[config.mk]
export PLATFORM = sky130hd
export DESIGN_NAME = pso_setup_options
export DESIGN_NICKNAME = d
export VERILOG_FILES = /design/src/inc/pso_pkg.sv /design/src/logic/pso_setup_options.sv
export SDC_FILE = /design/constraint.sdc
export NUM_CORES = 1
export LEC_CHECK = 0
export ABC_AREA = 1
export BUFFER_PORTS_ARGS = -buffer_cell sky130_fd_sc_hd__buf_2
export CORE_AREA = 2 2 97 99
export DETAILED_ROUTE_END_ITERATION = 8
export DIE_AREA = 0 0 99 101
export PLACE_DENSITY = 0.71
export SYNTH_ARGS = -nofsm -noshare
export SYNTH_HDL_FRONTEND = slang
export SYNTH_SLANG_ARGS = --single-unit
[constraint.sdc]
create_clock -name clk -period 1.15 [get_ports clk]
set_input_delay 0.115 -clock clk [delete_from_list [all_inputs] [get_ports clk]]
set_output_delay 0.115 -clock clk [all_outputs]
set_load 0.02 [all_outputs]
[src/inc/pso_pkg.sv]
// constants and types shared by the pack protection setup option block
package pso_pkg;

	// ==========================================================
	// register map
	localparam logic [7:0] PSO_ADDR_SETUP_FIRST = 8'h4a;
	localparam logic [7:0] PSO_ADDR_SETUP_SECOND = 8'h4b;
	localparam logic [7:0] PSO_ADDR_RSVD_LOW_FIRST = 8'h4c;
	localparam logic [7:0] PSO_ADDR_USER_FIRST = 8'h50;
	localparam logic [7:0] PSO_ADDR_USER_LAST = 8'h57;
	localparam logic [7:0] PSO_ADDR_RSVD_HIGH_FIRST = 8'h58;
	localparam int PSO_USER_DEPTH = 8;
	localparam int PSO_USER_IDX_W = 3;

	// ==========================================================
	// reset values and writable bit masks
	localparam logic [7:0] PSO_SETUP_FIRST_RST = 8'h00;
	localparam logic [7:0] PSO_SETUP_SECOND_RST = 8'h40;
	localparam logic [7:0] PSO_USER_RST = 8'h00;
	localparam logic [7:0] PSO_SETUP_FIRST_MASK = 8'hb7;
	localparam logic [7:0] PSO_SETUP_SECOND_MASK = 8'hf9;

	// ==========================================================
	// field positions, first setup register
	localparam int PSO_CELL_FAIL_SHUTDOWN_ENABLE = 7;
	localparam int PSO_SECOND_THERMISTOR_FUNCTION = 5;
	localparam int PSO_TEMPERATURE_GAIN_SELECT = 4;
	localparam int PSO_PRECHARGE_FET_ENABLE = 2;
	localparam int PSO_OPEN_WIRE_SCAN_DISABLE = 1;
	localparam int PSO_OPEN_WIRE_SHUTDOWN_ENABLE = 0;

	// field positions, second setup register
	localparam int PSO_BALANCE_IN_DISCHARGE = 7;
	localparam int PSO_BALANCE_IN_CHARGE = 6;
	localparam int PSO_DISCHARGE_FET_HOLD_BIT = 5;
	localparam int PSO_CHARGE_FET_HOLD_BIT = 4;
	localparam int PSO_LOCKOUT_POWERDOWN_ENABLE = 3;
	localparam int PSO_BALANCE_AFTER_FULL_CHARGE = 0;

	// measurement gains selected by the temperature gain bit
	localparam logic [1:0] PSO_GAIN_LOW_SETTING = 2'h2;
	localparam logic [1:0] PSO_GAIN_HIGH_SETTING = 2'h1;

	// ==========================================================
	// power state
	typedef enum logic [1:0] {
		PSO_RUN = 2'b00,
		PSO_POWERDOWN = 2'b01,
		PSO_WAKE_CHECK = 2'b10
	} pso_power_e;

endpackage : pso_pkg

[src/logic/pso_setup_options.sv]
// setup option registers and the protection decisions they steer
`timescale 1ns/1ns
// What this block does
// - reserved bits of both setup registers are stored as zero and read back as zero.
// - with cell-fail shutdown enabled, a cell-fail detection asserts the pack shutdown output.
// - with the second thermistor set as a FET sensor, its readings never stop balancing.
// - the gain bit selects a temperature gain of 2 when clear and 1 when set.
// - with pre-charge enabled and a cell below the low charge level, pre-charge replaces charge.
// - a cell-fail detection starts an open-wire scan unless the scan disable bit is set.
// - with open-wire shutdown enabled, an open-wire detection asserts pack shutdown.
// - balancing in discharge needs the discharge bit and discharge current.
// - balancing in charge needs the charge bit and charge current.
// - with both balance direction bits clear, automatic balancing is off entirely.
// - with the discharge hold bit clear, undervoltage turns the discharge FET off.
// - with that bit set, undervoltage leaves the discharge FET on only while charging.
// - with the charge hold bit clear, overvoltage turns the charge FET off.
// - with that bit set, overvoltage leaves the charge FET on only while discharging.
// - with lockout power-down enabled, setting the lockout flag powers the device down.
// - after a charger wake, a cell still under lockout sends the device back to power-down.
// - the end-of-charge bit lets balancing after full charge run with no current flowing.
module pso_setup_options
	import pso_pkg::*;
#(
	parameter int USER_DEPTH = PSO_USER_DEPTH
) (
	input wire logic clk,
	input wire logic rst,
	input wire logic [7:0] regAddr,
	input wire logic regWrite,
	input wire logic regRead,
	input wire logic [7:0] regWdata,
	output logic [7:0] regRdata,
	output logic regRvalid,
	input wire logic cellFailFlag,
	input wire logic openWireDetected,
	input wire logic chargeCurrentDetected,
	input wire logic dischargeCurrentDetected,
	input wire logic cellUndervoltageFlag,
	input wire logic cellOvervoltageFlag,
	input wire logic lockoutFlag,
	input wire logic cellBelowLockout,
	input wire logic cellBelowLowVoltageCharge,
	input wire logic chargerWake,
	input wire logic endOfChargeFlag,
	input wire logic balanceDemand,
	input wire logic firstThermistorBalanceLimit,
	input wire logic secondThermistorBalanceLimit,
	input wire logic chargeFetRequest,
	input wire logic dischargeFetRequest,
	input wire logic shutdownClear,
	output logic packShutdownOutput,
	output logic chargeFetDrive,
	output logic prechargeFetDrive,
	output logic dischargeFetDrive,
	output logic balanceEnable,
	output logic openWireScanStart,
	output logic powerDownActive,
	output logic secondThermistorFetMode,
	output logic [1:0] temperatureGain
);

	import pso_pkg::*;

	// ==========================================================
	// state
	typedef struct packed {
		logic [7:0] setupFirst;
		logic [7:0] setupSecond;
		// user bytes are plain flip-flops; keeping them over power loss is left to the device
		logic [USER_DEPTH-1:0][7:0] userMem;
		logic [7:0] rdata;
		logic rvalid;
		logic cellFailSeen;
		logic lockoutSeen;
		pso_power_e power;
		logic powerDown;
		logic shutdown;
		logic chargeFet;
		logic prechargeFet;
		logic dischargeFet;
		logic balance;
		logic scanStart;
		logic fetMode;
		logic [1:0] gain;
	} pso_state_s;

	pso_state_s state_r;
	pso_state_s state_nxt;

	// ==========================================================
	// helpers
	function automatic logic pso_in_user(input logic [7:0] addr);
		pso_in_user = (addr >= PSO_ADDR_USER_FIRST) && (addr <= PSO_ADDR_USER_LAST);
	endfunction : pso_in_user

	// only the low bits of the offset matter once the range test has passed
	function automatic logic [PSO_USER_IDX_W-1:0] pso_user_idx(input logic [7:0] addr);
		logic [7:0] off;
		off = addr - PSO_ADDR_USER_FIRST;
		pso_user_idx = off[PSO_USER_IDX_W-1:0];
	endfunction : pso_user_idx

	// a hold bit keeps its FET on only while current flows the way that relieves the fault;
	// current the other way, or none at all, still forces the FET off
	function automatic logic pso_fet_block(
		input logic fault,
		input logic holdBit,
		input logic relievingFlow,
		input logic worseningFlow
	);
		pso_fet_block = fault && (!holdBit || !relievingFlow || worseningFlow);
	endfunction : pso_fet_block

	// reserved bits are cleared on the way in and again on the way out,
	// so a zero read back never depends on what the host wrote into them
	function automatic logic [7:0] pso_clear_reserved(input logic [7:0] data,
		input logic [7:0] keep);
		pso_clear_reserved = data & keep;
	endfunction : pso_clear_reserved

	// ==========================================================
	// decoded option bits
	logic cellFailShutdownEnable;
	logic secondThermistorFunction;
	logic temperatureGainSelect;
	logic prechargeFetEnable;
	logic openWireScanDisable;
	logic openWireShutdownEnable;
	logic balanceInDischarge;
	logic balanceInCharge;
	logic dischargeFetHoldBit;
	logic chargeFetHoldBit;
	logic lockoutPowerdownEnable;
	logic balanceAfterFullCharge;

	assign cellFailShutdownEnable = state_r.setupFirst[PSO_CELL_FAIL_SHUTDOWN_ENABLE];
	assign secondThermistorFunction = state_r.setupFirst[PSO_SECOND_THERMISTOR_FUNCTION];
	assign temperatureGainSelect = state_r.setupFirst[PSO_TEMPERATURE_GAIN_SELECT];
	assign prechargeFetEnable = state_r.setupFirst[PSO_PRECHARGE_FET_ENABLE];
	assign openWireScanDisable = state_r.setupFirst[PSO_OPEN_WIRE_SCAN_DISABLE];
	assign openWireShutdownEnable = state_r.setupFirst[PSO_OPEN_WIRE_SHUTDOWN_ENABLE];
	assign balanceInDischarge = state_r.setupSecond[PSO_BALANCE_IN_DISCHARGE];
	assign balanceInCharge = state_r.setupSecond[PSO_BALANCE_IN_CHARGE];
	assign dischargeFetHoldBit = state_r.setupSecond[PSO_DISCHARGE_FET_HOLD_BIT];
	assign chargeFetHoldBit = state_r.setupSecond[PSO_CHARGE_FET_HOLD_BIT];
	assign lockoutPowerdownEnable = state_r.setupSecond[PSO_LOCKOUT_POWERDOWN_ENABLE];
	assign balanceAfterFullCharge = state_r.setupSecond[PSO_BALANCE_AFTER_FULL_CHARGE];

	// ==========================================================
	// next state
	always_comb begin
		logic cellFailRise;
		logic lockoutRise;
		logic dischargeBlock;
		logic chargeBlock;
		logic chargeAllowed;
		logic dischargeAllowed;
		logic tempLimit;
		logic directionOk;
		logic autoBalance;
		logic usePrecharge;
		logic powered;
		logic fetsAllowed;
		cellFailRise = 1'b0;
		lockoutRise = 1'b0;
		dischargeBlock = 1'b0;
		chargeBlock = 1'b0;
		chargeAllowed = 1'b0;
		dischargeAllowed = 1'b0;
		tempLimit = 1'b0;
		directionOk = 1'b0;
		autoBalance = 1'b0;
		usePrecharge = 1'b0;
		powered = 1'b0;
		fetsAllowed = 1'b0;
		// every field holds unless a line below says otherwise
		state_nxt = state_r;

		// register writes; reserved bits never take a one
		if (regWrite) begin
			case (regAddr)
				PSO_ADDR_SETUP_FIRST: begin
					state_nxt.setupFirst = pso_clear_reserved(regWdata, PSO_SETUP_FIRST_MASK);
				end
				PSO_ADDR_SETUP_SECOND: begin
					state_nxt.setupSecond = pso_clear_reserved(regWdata,
						PSO_SETUP_SECOND_MASK);
				end
				default: begin
					if (pso_in_user(regAddr)) begin
						state_nxt.userMem[pso_user_idx(regAddr)] = regWdata;
					end
				end
			endcase
		end

		// reads answer one cycle later; reserved and unmapped read zero
		// rdata holds its value between reads, so a slow look still finds the answer
		state_nxt.rvalid = regRead;
		if (regRead) begin
			case (regAddr)
				PSO_ADDR_SETUP_FIRST: begin
					state_nxt.rdata = pso_clear_reserved(state_r.setupFirst,
						PSO_SETUP_FIRST_MASK);
				end
				PSO_ADDR_SETUP_SECOND: begin
					state_nxt.rdata = pso_clear_reserved(state_r.setupSecond,
						PSO_SETUP_SECOND_MASK);
				end
				default: begin
					if (pso_in_user(regAddr)) begin
						state_nxt.rdata = state_r.userMem[pso_user_idx(regAddr)];
					end else begin
						state_nxt.rdata = 8'h00;
					end
				end
			endcase
		end

		// event detection on flag edges
		// the seen flags reset low, the idle level of both flags, so reset makes no false edge
		cellFailRise = cellFailFlag && !state_r.cellFailSeen;
		lockoutRise = lockoutFlag && !state_r.lockoutSeen;
		state_nxt.cellFailSeen = cellFailFlag;
		state_nxt.lockoutSeen = lockoutFlag;

		// one scan per new cell-fail detection, not per cycle of the flag
		state_nxt.scanStart = cellFailRise && !openWireScanDisable;

		// shutdown latches; only an explicit clear releases it, and a new cause wins
		if (shutdownClear) begin
			state_nxt.shutdown = 1'b0;
		end
		if (cellFailFlag && cellFailShutdownEnable) begin
			state_nxt.shutdown = 1'b1;
		end
		if (openWireDetected && openWireShutdownEnable) begin
			state_nxt.shutdown = 1'b1;
		end

		// power state
		case (state_r.power)
			PSO_RUN: begin
				// entered on the rise only, so a flag that stays set lets a wake succeed
				if (lockoutRise && lockoutPowerdownEnable) begin
					state_nxt.power = PSO_POWERDOWN;
				end
			end
			PSO_POWERDOWN: begin
				// only a charger connection wakes the block, for a check of one cycle
				if (chargerWake) begin
					state_nxt.power = PSO_WAKE_CHECK;
				end
			end
			PSO_WAKE_CHECK: begin
				// a lockout flag raised during the check sends the block down as well
				if (lockoutPowerdownEnable && (cellBelowLockout || lockoutRise)) begin
					state_nxt.power = PSO_POWERDOWN;
				end else begin
					state_nxt.power = PSO_RUN;
				end
			end
			default: begin
				state_nxt.power = PSO_RUN;
			end
		endcase
		powered = (state_nxt.power == PSO_RUN);
		// kept as a flip-flop of its own so the output needs no gate behind the register
		state_nxt.powerDown = (state_nxt.power != PSO_RUN);

		// undervoltage hold only helps while charge flows and discharge does not
		dischargeBlock = pso_fet_block(cellUndervoltageFlag, dischargeFetHoldBit,
			chargeCurrentDetected, dischargeCurrentDetected);
		// overvoltage hold only helps while discharge flows and charge does not
		chargeBlock = pso_fet_block(cellOvervoltageFlag, chargeFetHoldBit,
			dischargeCurrentDetected, chargeCurrentDetected);
		// power-down and a latched shutdown both force every FET off, whatever is requested
		fetsAllowed = powered && !state_nxt.shutdown;
		dischargeAllowed = fetsAllowed && dischargeFetRequest && !dischargeBlock;
		chargeAllowed = fetsAllowed && chargeFetRequest && !chargeBlock;
		// pre-charge only changes which FET carries the charge request; it never adds one
		usePrecharge = prechargeFetEnable && cellBelowLowVoltageCharge;
		state_nxt.dischargeFet = dischargeAllowed;
		state_nxt.chargeFet = chargeAllowed && !usePrecharge;
		state_nxt.prechargeFet = chargeAllowed && usePrecharge;

		// balancing
		tempLimit = firstThermistorBalanceLimit ||
			(secondThermistorBalanceLimit && !secondThermistorFunction);
		// end-of-charge balancing skips the direction test but not the global enable
		directionOk = (balanceInCharge && chargeCurrentDetected) ||
			(balanceInDischarge && dischargeCurrentDetected) ||
			(endOfChargeFlag && balanceAfterFullCharge);
		autoBalance = balanceInCharge || balanceInDischarge;
		state_nxt.balance = powered && balanceDemand && autoBalance && directionOk &&
			!tempLimit;

		// measurement configuration seen by the converter
		// a gain of 2 is the calibrated setting, and the one reset gives
		state_nxt.fetMode = secondThermistorFunction;
		state_nxt.gain = temperatureGainSelect ? PSO_GAIN_HIGH_SETTING :
			PSO_GAIN_LOW_SETTING;
	end

	// ==========================================================
	// registers
	always_ff @(posedge clk) begin
		// every new field needs its reset value listed here
		if (rst) begin
			state_r.setupFirst <= PSO_SETUP_FIRST_RST;
			state_r.setupSecond <= PSO_SETUP_SECOND_RST;
			state_r.userMem <= {USER_DEPTH{PSO_USER_RST}};
			state_r.rdata <= 8'h00;
			state_r.rvalid <= 1'b0;
			state_r.cellFailSeen <= 1'b0;
			state_r.lockoutSeen <= 1'b0;
			state_r.power <= PSO_RUN;
			state_r.powerDown <= 1'b0;
			state_r.shutdown <= 1'b0;
			state_r.chargeFet <= 1'b0;
			state_r.prechargeFet <= 1'b0;
			state_r.dischargeFet <= 1'b0;
			state_r.balance <= 1'b0;
			state_r.scanStart <= 1'b0;
			state_r.fetMode <= 1'b0;
			state_r.gain <= PSO_GAIN_LOW_SETTING;
		end else begin
			state_r <= state_nxt;
		end
	end

	// ==========================================================
	// outputs, each straight from a flip-flop
	assign regRdata = state_r.rdata;
	assign regRvalid = state_r.rvalid;
	assign packShutdownOutput = state_r.shutdown;
	assign chargeFetDrive = state_r.chargeFet;
	assign prechargeFetDrive = state_r.prechargeFet;
	assign dischargeFetDrive = state_r.dischargeFet;
	assign balanceEnable = state_r.balance;
	assign openWireScanStart = state_r.scanStart;
	// high in power-down and in the one-cycle wake check
	assign powerDownActive = state_r.powerDown;
	assign secondThermistorFetMode = state_r.fetMode;
	assign temperatureGain = state_r.gain;

endmodule : pso_setup_options
Word-level counts from Yosys, hierarchy flattened
Index checks and enable logic that the tools add are counted.
{"block": "word_totals", "regBits": 99, "in_bits": 37, "out_inout_bits": 19, "elab_cells": 105}
{"block": "op_classes", "addsub": 1, "n_lt_le_gt_ge": 4, "eq_ne": 4, "mux": 15, "bitwise": 1, "reduce_logical": 56}
{"op": "bitwise mux 64 bit", "count": 1}
{"op": "logical AND 1 bit", "count": 27}
{"op": "binary-select mux 8 bit (select 3 bit)", "count": 1}
{"op": "demux 8 bit (select 3 bit)", "count": 1}
{"op": "two-way mux 8 bit", "count": 3}
{"op": "== test 8 x 7 -> 1 bit (second input constant)", "count": 2}
{"op": "case mux 8 bit (2 select lines)", "count": 1}
{"op": "logical NOT 1 bit", "count": 13}
{"op": "logical OR 1 bit", "count": 9}
{"op": "greater-or-equal comparator 8 x 7 -> 1 bit (second input constant)", "count": 1}
{"op": "<= comparator 8 x 7 -> 1 bit (second input constant)", "count": 1}
{"op": "two-way mux 2 bit", "count": 3}
{"op": "case mux 2 bit (3 select lines)", "count": 1}
{"op": "logical NOT 2 bit", "count": 2}
{"op": "less-than comparator 3 x 4 -> 1 bit (second input constant)", "count": 1}
{"op": "two-way mux 1 bit", "count": 4}
{"op": "AND reduction 2 bit", "count": 2}
{"op": "greater-or-equal comparator 3 x 1 -> 1 bit (second input constant)", "count": 1}
{"op": "AND reduction 3 bit", "count": 1}
{"op": "subtractor 3 x 1 -> 3 bit (second input constant)", "count": 1}
{"op": "== test 2 x 1 -> 1 bit (second input constant)", "count": 1}
{"op": "== test 2 bit (second input constant)", "count": 1}
{"op": "nonzero test 2 bit", "count": 1}
{"op": "OR reduction 2 bit", "count": 1}
{"op": "NOT 1 bit", "count": 1}

Logic depth before layout (Yosys ltp)
{"block": "depth", "depth_word": 11, "mapped_depth": 9, "ltp_nobuf": 8}

Least setup slack after synthesis
No wires, ideal clock.
{"block": "synth_timing", "kind": "in2reg", "startpoint": "in regAddr[1]", "endpoint": "reg state_r[23] (netlist name)", "setup_ps": 116, "t_arrival_ps": 1006, "t_required_ps": 1034, "setup_slack_ps": 28, "cell_stages": 7, "n_path_buf": 1, "cell_sequence": "buf_2 nor2_2 nand2_1 nor2_2 inv_2 nor2_1 nor2_1"}
{"block": "synth_between", "elab_chain_cells": 6, "elab_cells_between_ends": 15, "classes_between": "add/sub: 1; order compare: 4; eq/ne: 2; mux: 3; bitwise: 1; reduce/logical: 4"}
{"element": "start, declared", "line_no": "pso_setup_options.sv:28", "source": "input wire logic [7:0] regAddr,"}
{"element": "subtractor 3 x 1 -> 3 bit", "line_no": "pso_setup_options.sv:99", "source": "off = addr - PSO_ADDR_USER_FIRST;"}
{"element": "less-than comparator 3 x 4 -> 1 bit (implied by the code) or greater-or-equal comparator 3 x 1 -> 1 bit (tied branches)", "line_no": "pso_setup_options.sv:191", "source": "state_nxt.userMem[pso_user_idx(regAddr)] = regWdata;"}
{"element": "logical AND 1 bit (implied by the code)", "line_no": "pso_setup_options.sv:191"}
{"element": "two-way mux 8 bit (implied by the code)", "line_no": "pso_setup_options.sv:191"}
{"element": "demux 8 bit (select 3 bit)", "line_no": "pso_setup_options.sv:191"}
{"element": "bitwise mux 64 bit", "line_no": "pso_setup_options.sv:191"}
{"element": "end signal, assigned", "line_no": "pso_setup_options.sv:328", "source": "state_r <= state_nxt;"}
{"element": "end, declared", "line_no": "pso_setup_options.sv:87", "source": "pso_state_s state_r;"}
Several ways; a longest one is shown, not always the timed one.
A chain may end at the register's enable or synchronous reset.

Worst setup path after layout
{"block": "layout_timing", "startpoint": "reg state_r[46] (netlist name)", "endpoint": "reg state_r (netlist bit regRdata[7])"}
{"block": "layout_between", "elab_chain_cells": 4}
{"element": "binary-select mux 8 bit (select 3 bit)", "line_no": "pso_setup_options.sv:212", "source": "state_nxt.rdata = state_r.userMem[pso_user_idx(regAddr)];"}
{"element": "two-way mux 8 bit (implied by the code)", "line_no": "pso_setup_options.sv:212"}
{"element": "two-way mux 8 bit", "line_no": "pso_setup_options.sv:211", "source": "if (pso_in_user(regAddr)) begin"}
{"element": "case mux 8 bit (2 select lines)", "line_no": "pso_setup_options.sv:201", "source": "case (regAddr)"}
Every way passes these cells. The select of a mux whose other input is x is not followed.

==> flow_results.org <==
** Finish
- Counting flops per register, the top entry is state_r.
- The register with the most flip-flops in the layout has 69 of them.
- The net count of the finished layout is 782.
- Finished Core Util :: 59.5%
- The count of cells in the finished layout, fillers not included, comes to 861.
- In the final layout, the share of cells above drive strength 1 is 18.7%.
- Fill cell total of the finished layout :: 857
- 0 antenna diodes ended up in the layout.
- Area growth from synthesis to final layout :: 17.6%

** Drt
- Once detail routing completed, the nets flagged for antenna violations numbered 0.
- Router iterations before antenna repair :: 5
- Count of vias placed by the detailed router :: 4416
- Using the TritonRoute via totals, the vias-per-cell ratio works out to 5.13.
- In the routed design, unresolved DRC markers number 0.
- Average wire per cell in the routed design :: 14.2 um
- After detailed routing, the total wire length is 12.2 mm.
- Drt first-iter violations :: 207

** Worst setup path
- By startpoint and endpoint, the worst setup path is classified as flip-flop to flip-flop.
- Critical-path top delay cell :: sky130_fd_sc_hd__dfxtp_1
- STA classifies the critical path startpoint as a flip-flop.
- Peak per-stage delay on the critical path :: 0.36 ns
- In this run the critical register-to-register path is captured at regRdata[7]$_SDFFE_PP0P_.
- Walking the worst path, the cells encountered are inv_1 > nand3_1 > nand2_1 > nor2_1 > nand3_1 > a21oi_1.
- Worst Setup End Kind :: flip-flop
- Maximum fanout count along the critical path :: 2
- The cell that appears most often on the critical path is sky130_fd_sc_hd__nand3_1.
- Grouping stages by cell kind, the critical path spends the most delay in simple AND/OR/NAND/NOR gates.
- The worst register-to-register path has a depth of 6.
- Setup slack on the worst reg-to-reg path comes out at 0.02 ns.
- Critical Path RT :: 1.47 ns
- Total buffers and inverters traversed by the critical path :: 1
- Data on the critical path arrives at its endpoint at 1.45 ns.
- In this run the critical register-to-register path is launched from state_r[46]$_SDFFE_PP0P_.
- The critical path starts at state_r[46]$_SDFFE_PP0P_.

** STA
- For the pin with the worst max-slew slack, the measured transition is 0.328 ns.
- Setup repair after global routing could not meet its margin everywhere.
- Fmax :: 0.882 GHz
- In the post-route analysis, the smallest setup slack over all paths is 0.0165 ns.
- Fin crit period :: 1.13 ns
- Setup violations remaining at the end of the flow were counted as 0.
- The max-slew violation count was 0.
- Final worst path period share :: 98.6%
- Max-slew headroom at the worst pin :: 78.0%
- Final hold viol count :: 0
- Clock skew on the completed layout was measured at 0.0143 ns.

** Clock network
- The tree is rooted in a sky130_fd_sc_hd__clkbuf_8.
- After clock tree synthesis, the clock-pin slew on the worst setup and hold paths is 0.10 ns.
- TritonCTS built the clock tree.
- The clock net in this run drives a total of 99 sinks.
- The number of clock buffers added by TritonCTS is 9.
- Number of buffers on the longest clock path :: 2
- Later-pin clock latency in the skew report :: 0.38 ns
- H-Tree Level Count :: 3

** Global route
- Via count of the first global-routing pass :: 3978
- The first global-routing pass estimated 19.4 mm of wire.
- Largest net degree at the start of global routing :: 50
- Global routing finished with a remaining overflow of 0.
- The initial antenna violation count is 0.
- Global router's overall resource usage :: 24.9%

** Die
- The floorplan step defined a die boundary enclosing 10000 sq um.
- The floorplan step defined a core boundary enclosing 8980 sq um.
- Die extent in y :: 101 um
- From left edge to right edge, the die measures 99 um.
- Count of boundary I/O pins :: 56
- Initial Util :: 50.6%
- Num rows :: 35

** Synth
- During synthesis, Yosys emitted a total of 0 warnings.
- Number of nets in the synthesized netlist :: 714
- The synthesized design spends more area on one cell type than any other, namely sky130_fd_sc_hd__dfxtp_1.
- After synthesis, the mean cell area works out to 6.71 sq um.
- Synthesis inferred 99 register bits.
- The cell area that synthesis handed to floorplanning was 4550 sq um.
- Number of standard cells after synthesis :: 677
- Of the synthesized area, sequential elements account for 43.6%.
- Ranked by total cell area, the synthesized netlist is headed by sky130_fd_sc_hd__dfxtp_1 (44%), sky130_fd_sc_hd__nor2_1 (16%), sky130_fd_sc_hd__o21ai_0 (8.7%), sky130_fd_sc_hd__nand2_1 (6.9%), sky130_fd_sc_hd__inv_1 (5.6%).
- Number of distinct standard cells referenced by the synthesized netlist :: 25
- The share of synthesized area in the top cell type comes to 43.6%.

** Pwr
- Sum of internal, switching and leakage power :: 6.27 mW
- In this run the static leakage power is 2.42 nW.
- Maximum VDD drop :: 0.548 mV
- In this run the power density over the cells is 1170 nW/um^2.

** Min path
- The worst hold path terminates at dischargeFetDrive$_SDFF_PP0_.
- The tightest min-delay check is of the input port to flip-flop type.
- The worst hold path begins at dischargeCurrentDetected.
- Hold path cells :: 4

** Placement
- DP Worst Slack :: -0.282 ns
- The count of buffers added on input and output ports is 55.
- Global placement routability congestion :: 0.922
- Once detailed placement completed, the half-perimeter wirelength came to 8.69 mm.
- In this run, placement finished with an instance count of 836.

** Status
- Outcome :: finished, final reports clean

** Job
- Number of max-capacitance violations reported :: 0
[Yosys cell counts (all sizes together)]
master and number:
nor3b 1, buf 25, nor2 207, o21ai 79, nand2 88, o22ai 1
a21oi 20, inv 80, nand3b 11, o31ai 1, dfxtp 99, nand4 7
a22oi 1, nand3 41, clkbuf 12, nor3 2, nor4 2
[metrics by stage]
stage / hold WS (ns) / instance area (sq um) / TNS [ns]
2_1_floorplan: 0.192 / 4550 / 0
3_3_place_gp: 0.319 / 5050 / -10.20
3_5_place_dp: 0.333 / 5050 / -13.59
4_1_cts: 0.0148 / 5330 / 0
5_1_grt: 0.0485 / 5340 / -0.0198
6_report: 0.0242 / 5340 / 0
[kinds of logic (layout without fill, tap and decap cells)]
family	count (synthesis)	count (layout)	synth area share, %
simple gates	359	359	34.4
buf+inv	117	190	10.6
compound gates	102	102	11.4
flops	99	99	43.6
[where the power goes]
| group | switching [mW] | internal [mW] |
|---|---|---|
| sequential | 0.0140 | 3.46 |
| combinational | 0.426 | 0.236 |
| clock | 1.27 | 0.860 |
| total | 1.71 | 4.55 |
[placed cells by master (no fill, tap or decap), types with 6 or more instances in the layout]
| cell | netlist | final |
|---|---|---|
| sky130_fd_sc_hd__nor2_1 | 194 | 192 |
| sky130_fd_sc_hd__dfxtp_1 | 99 | 98 |
| sky130_fd_sc_hd__nand2_1 | 83 | 82 |
| sky130_fd_sc_hd__o21ai_0 | 79 | 78 |
| sky130_fd_sc_hd__inv_1 | 68 | 67 |
| sky130_fd_sc_hd__buf_2 | 5 | 55 |
| sky130_fd_sc_hd__nand3_1 | 40 | 40 |
| sky130_fd_sc_hd__buf_4 | 10 | 26 |
| sky130_fd_sc_hd__a21oi_1 | 20 | 19 |
| sky130_fd_sc_hd__inv_2 | 12 | 13 |
| sky130_fd_sc_hd__nand3b_1 | 11 | 11 |
| sky130_fd_sc_hd__clkbuf_8 | 0 | 10 |
| sky130_fd_sc_hd__nor2_2 | 7 | 9 |
| sky130_fd_sc_hd__dlygate4sd3_1 | 0 | 9 |
| sky130_fd_sc_hd__nor2_4 | 6 | 6 |
| sky130_fd_sc_hd__nand2_2 | 5 | 6 |
| sky130_fd_sc_hd__nand4_1 | 6 | 6 |
[layer usage]
metal / GRT usage, % / wire length (um) / part of all wire, % / vias to the layer above
li1: - / - / - / 2250
met5: 0 / 0 / 0 / -
met4: 11.4 / 314 / 2.6 / 0
met2: 41.4 / 5850 / 48 / 142
met3: 3.26 / 632 / 5.2 / 26
met1: 32.4 / 5410 / 44 / 1998
[layout make-up]
| type | count | area [sq um] | area share, % |
|---|---|---|---|
| repair buffers | 94 | 641 | 12.0 |
| well taps | 111 | 139 | 2.60 |
| inverters | 80 | 300 | 5.62 |
| flip-flops and latches | 99 | 1980 | 37.1 |
| clock buffers | 10 | 138 | 2.58 |
| clock inverters | 6 | 47.5 | 0.890 |
| multi-input cells | 461 | 2100 | 39.2 |
[worst max path at each step]
stage	cells after the start	slack, ns	to
after floorplan	7	0.03	state_r[23]$_SDFFE_PP0P_
after global placement	7	-0.21	state_r[62]$_SDFFE_PP0P_
after detailed placement	8	-0.28	state_r[55]$_SDFFE_PP0P_
after CTS	6	0.04	state_r[10]$_SDFF_PP0_
after global routing	6	-0.02	chargeFetDrive$_SDFF_PP0_
final	6	0.02	regRdata[7]$_SDFFE_PP0P_
[tightest hold or removal path, cell delays in order]
cell and delay, ns:
sky130_fd_sc_hd__buf_2 0.10, sky130_fd_sc_hd__o31ai_1 0.07, sky130_fd_sc_hd__nand3_1 0.06, sky130_fd_sc_hd__nor3_1 0.04
[what timing repair did]
action,4_1_cts,5_1_grt
hold buffers,9,0
endpoints found under the hold margin,8,0
gates resized for setup,2,6
buffers inserted,0,0
setup endpoints to repair,1,3
(Power assumes the default switching activity.)
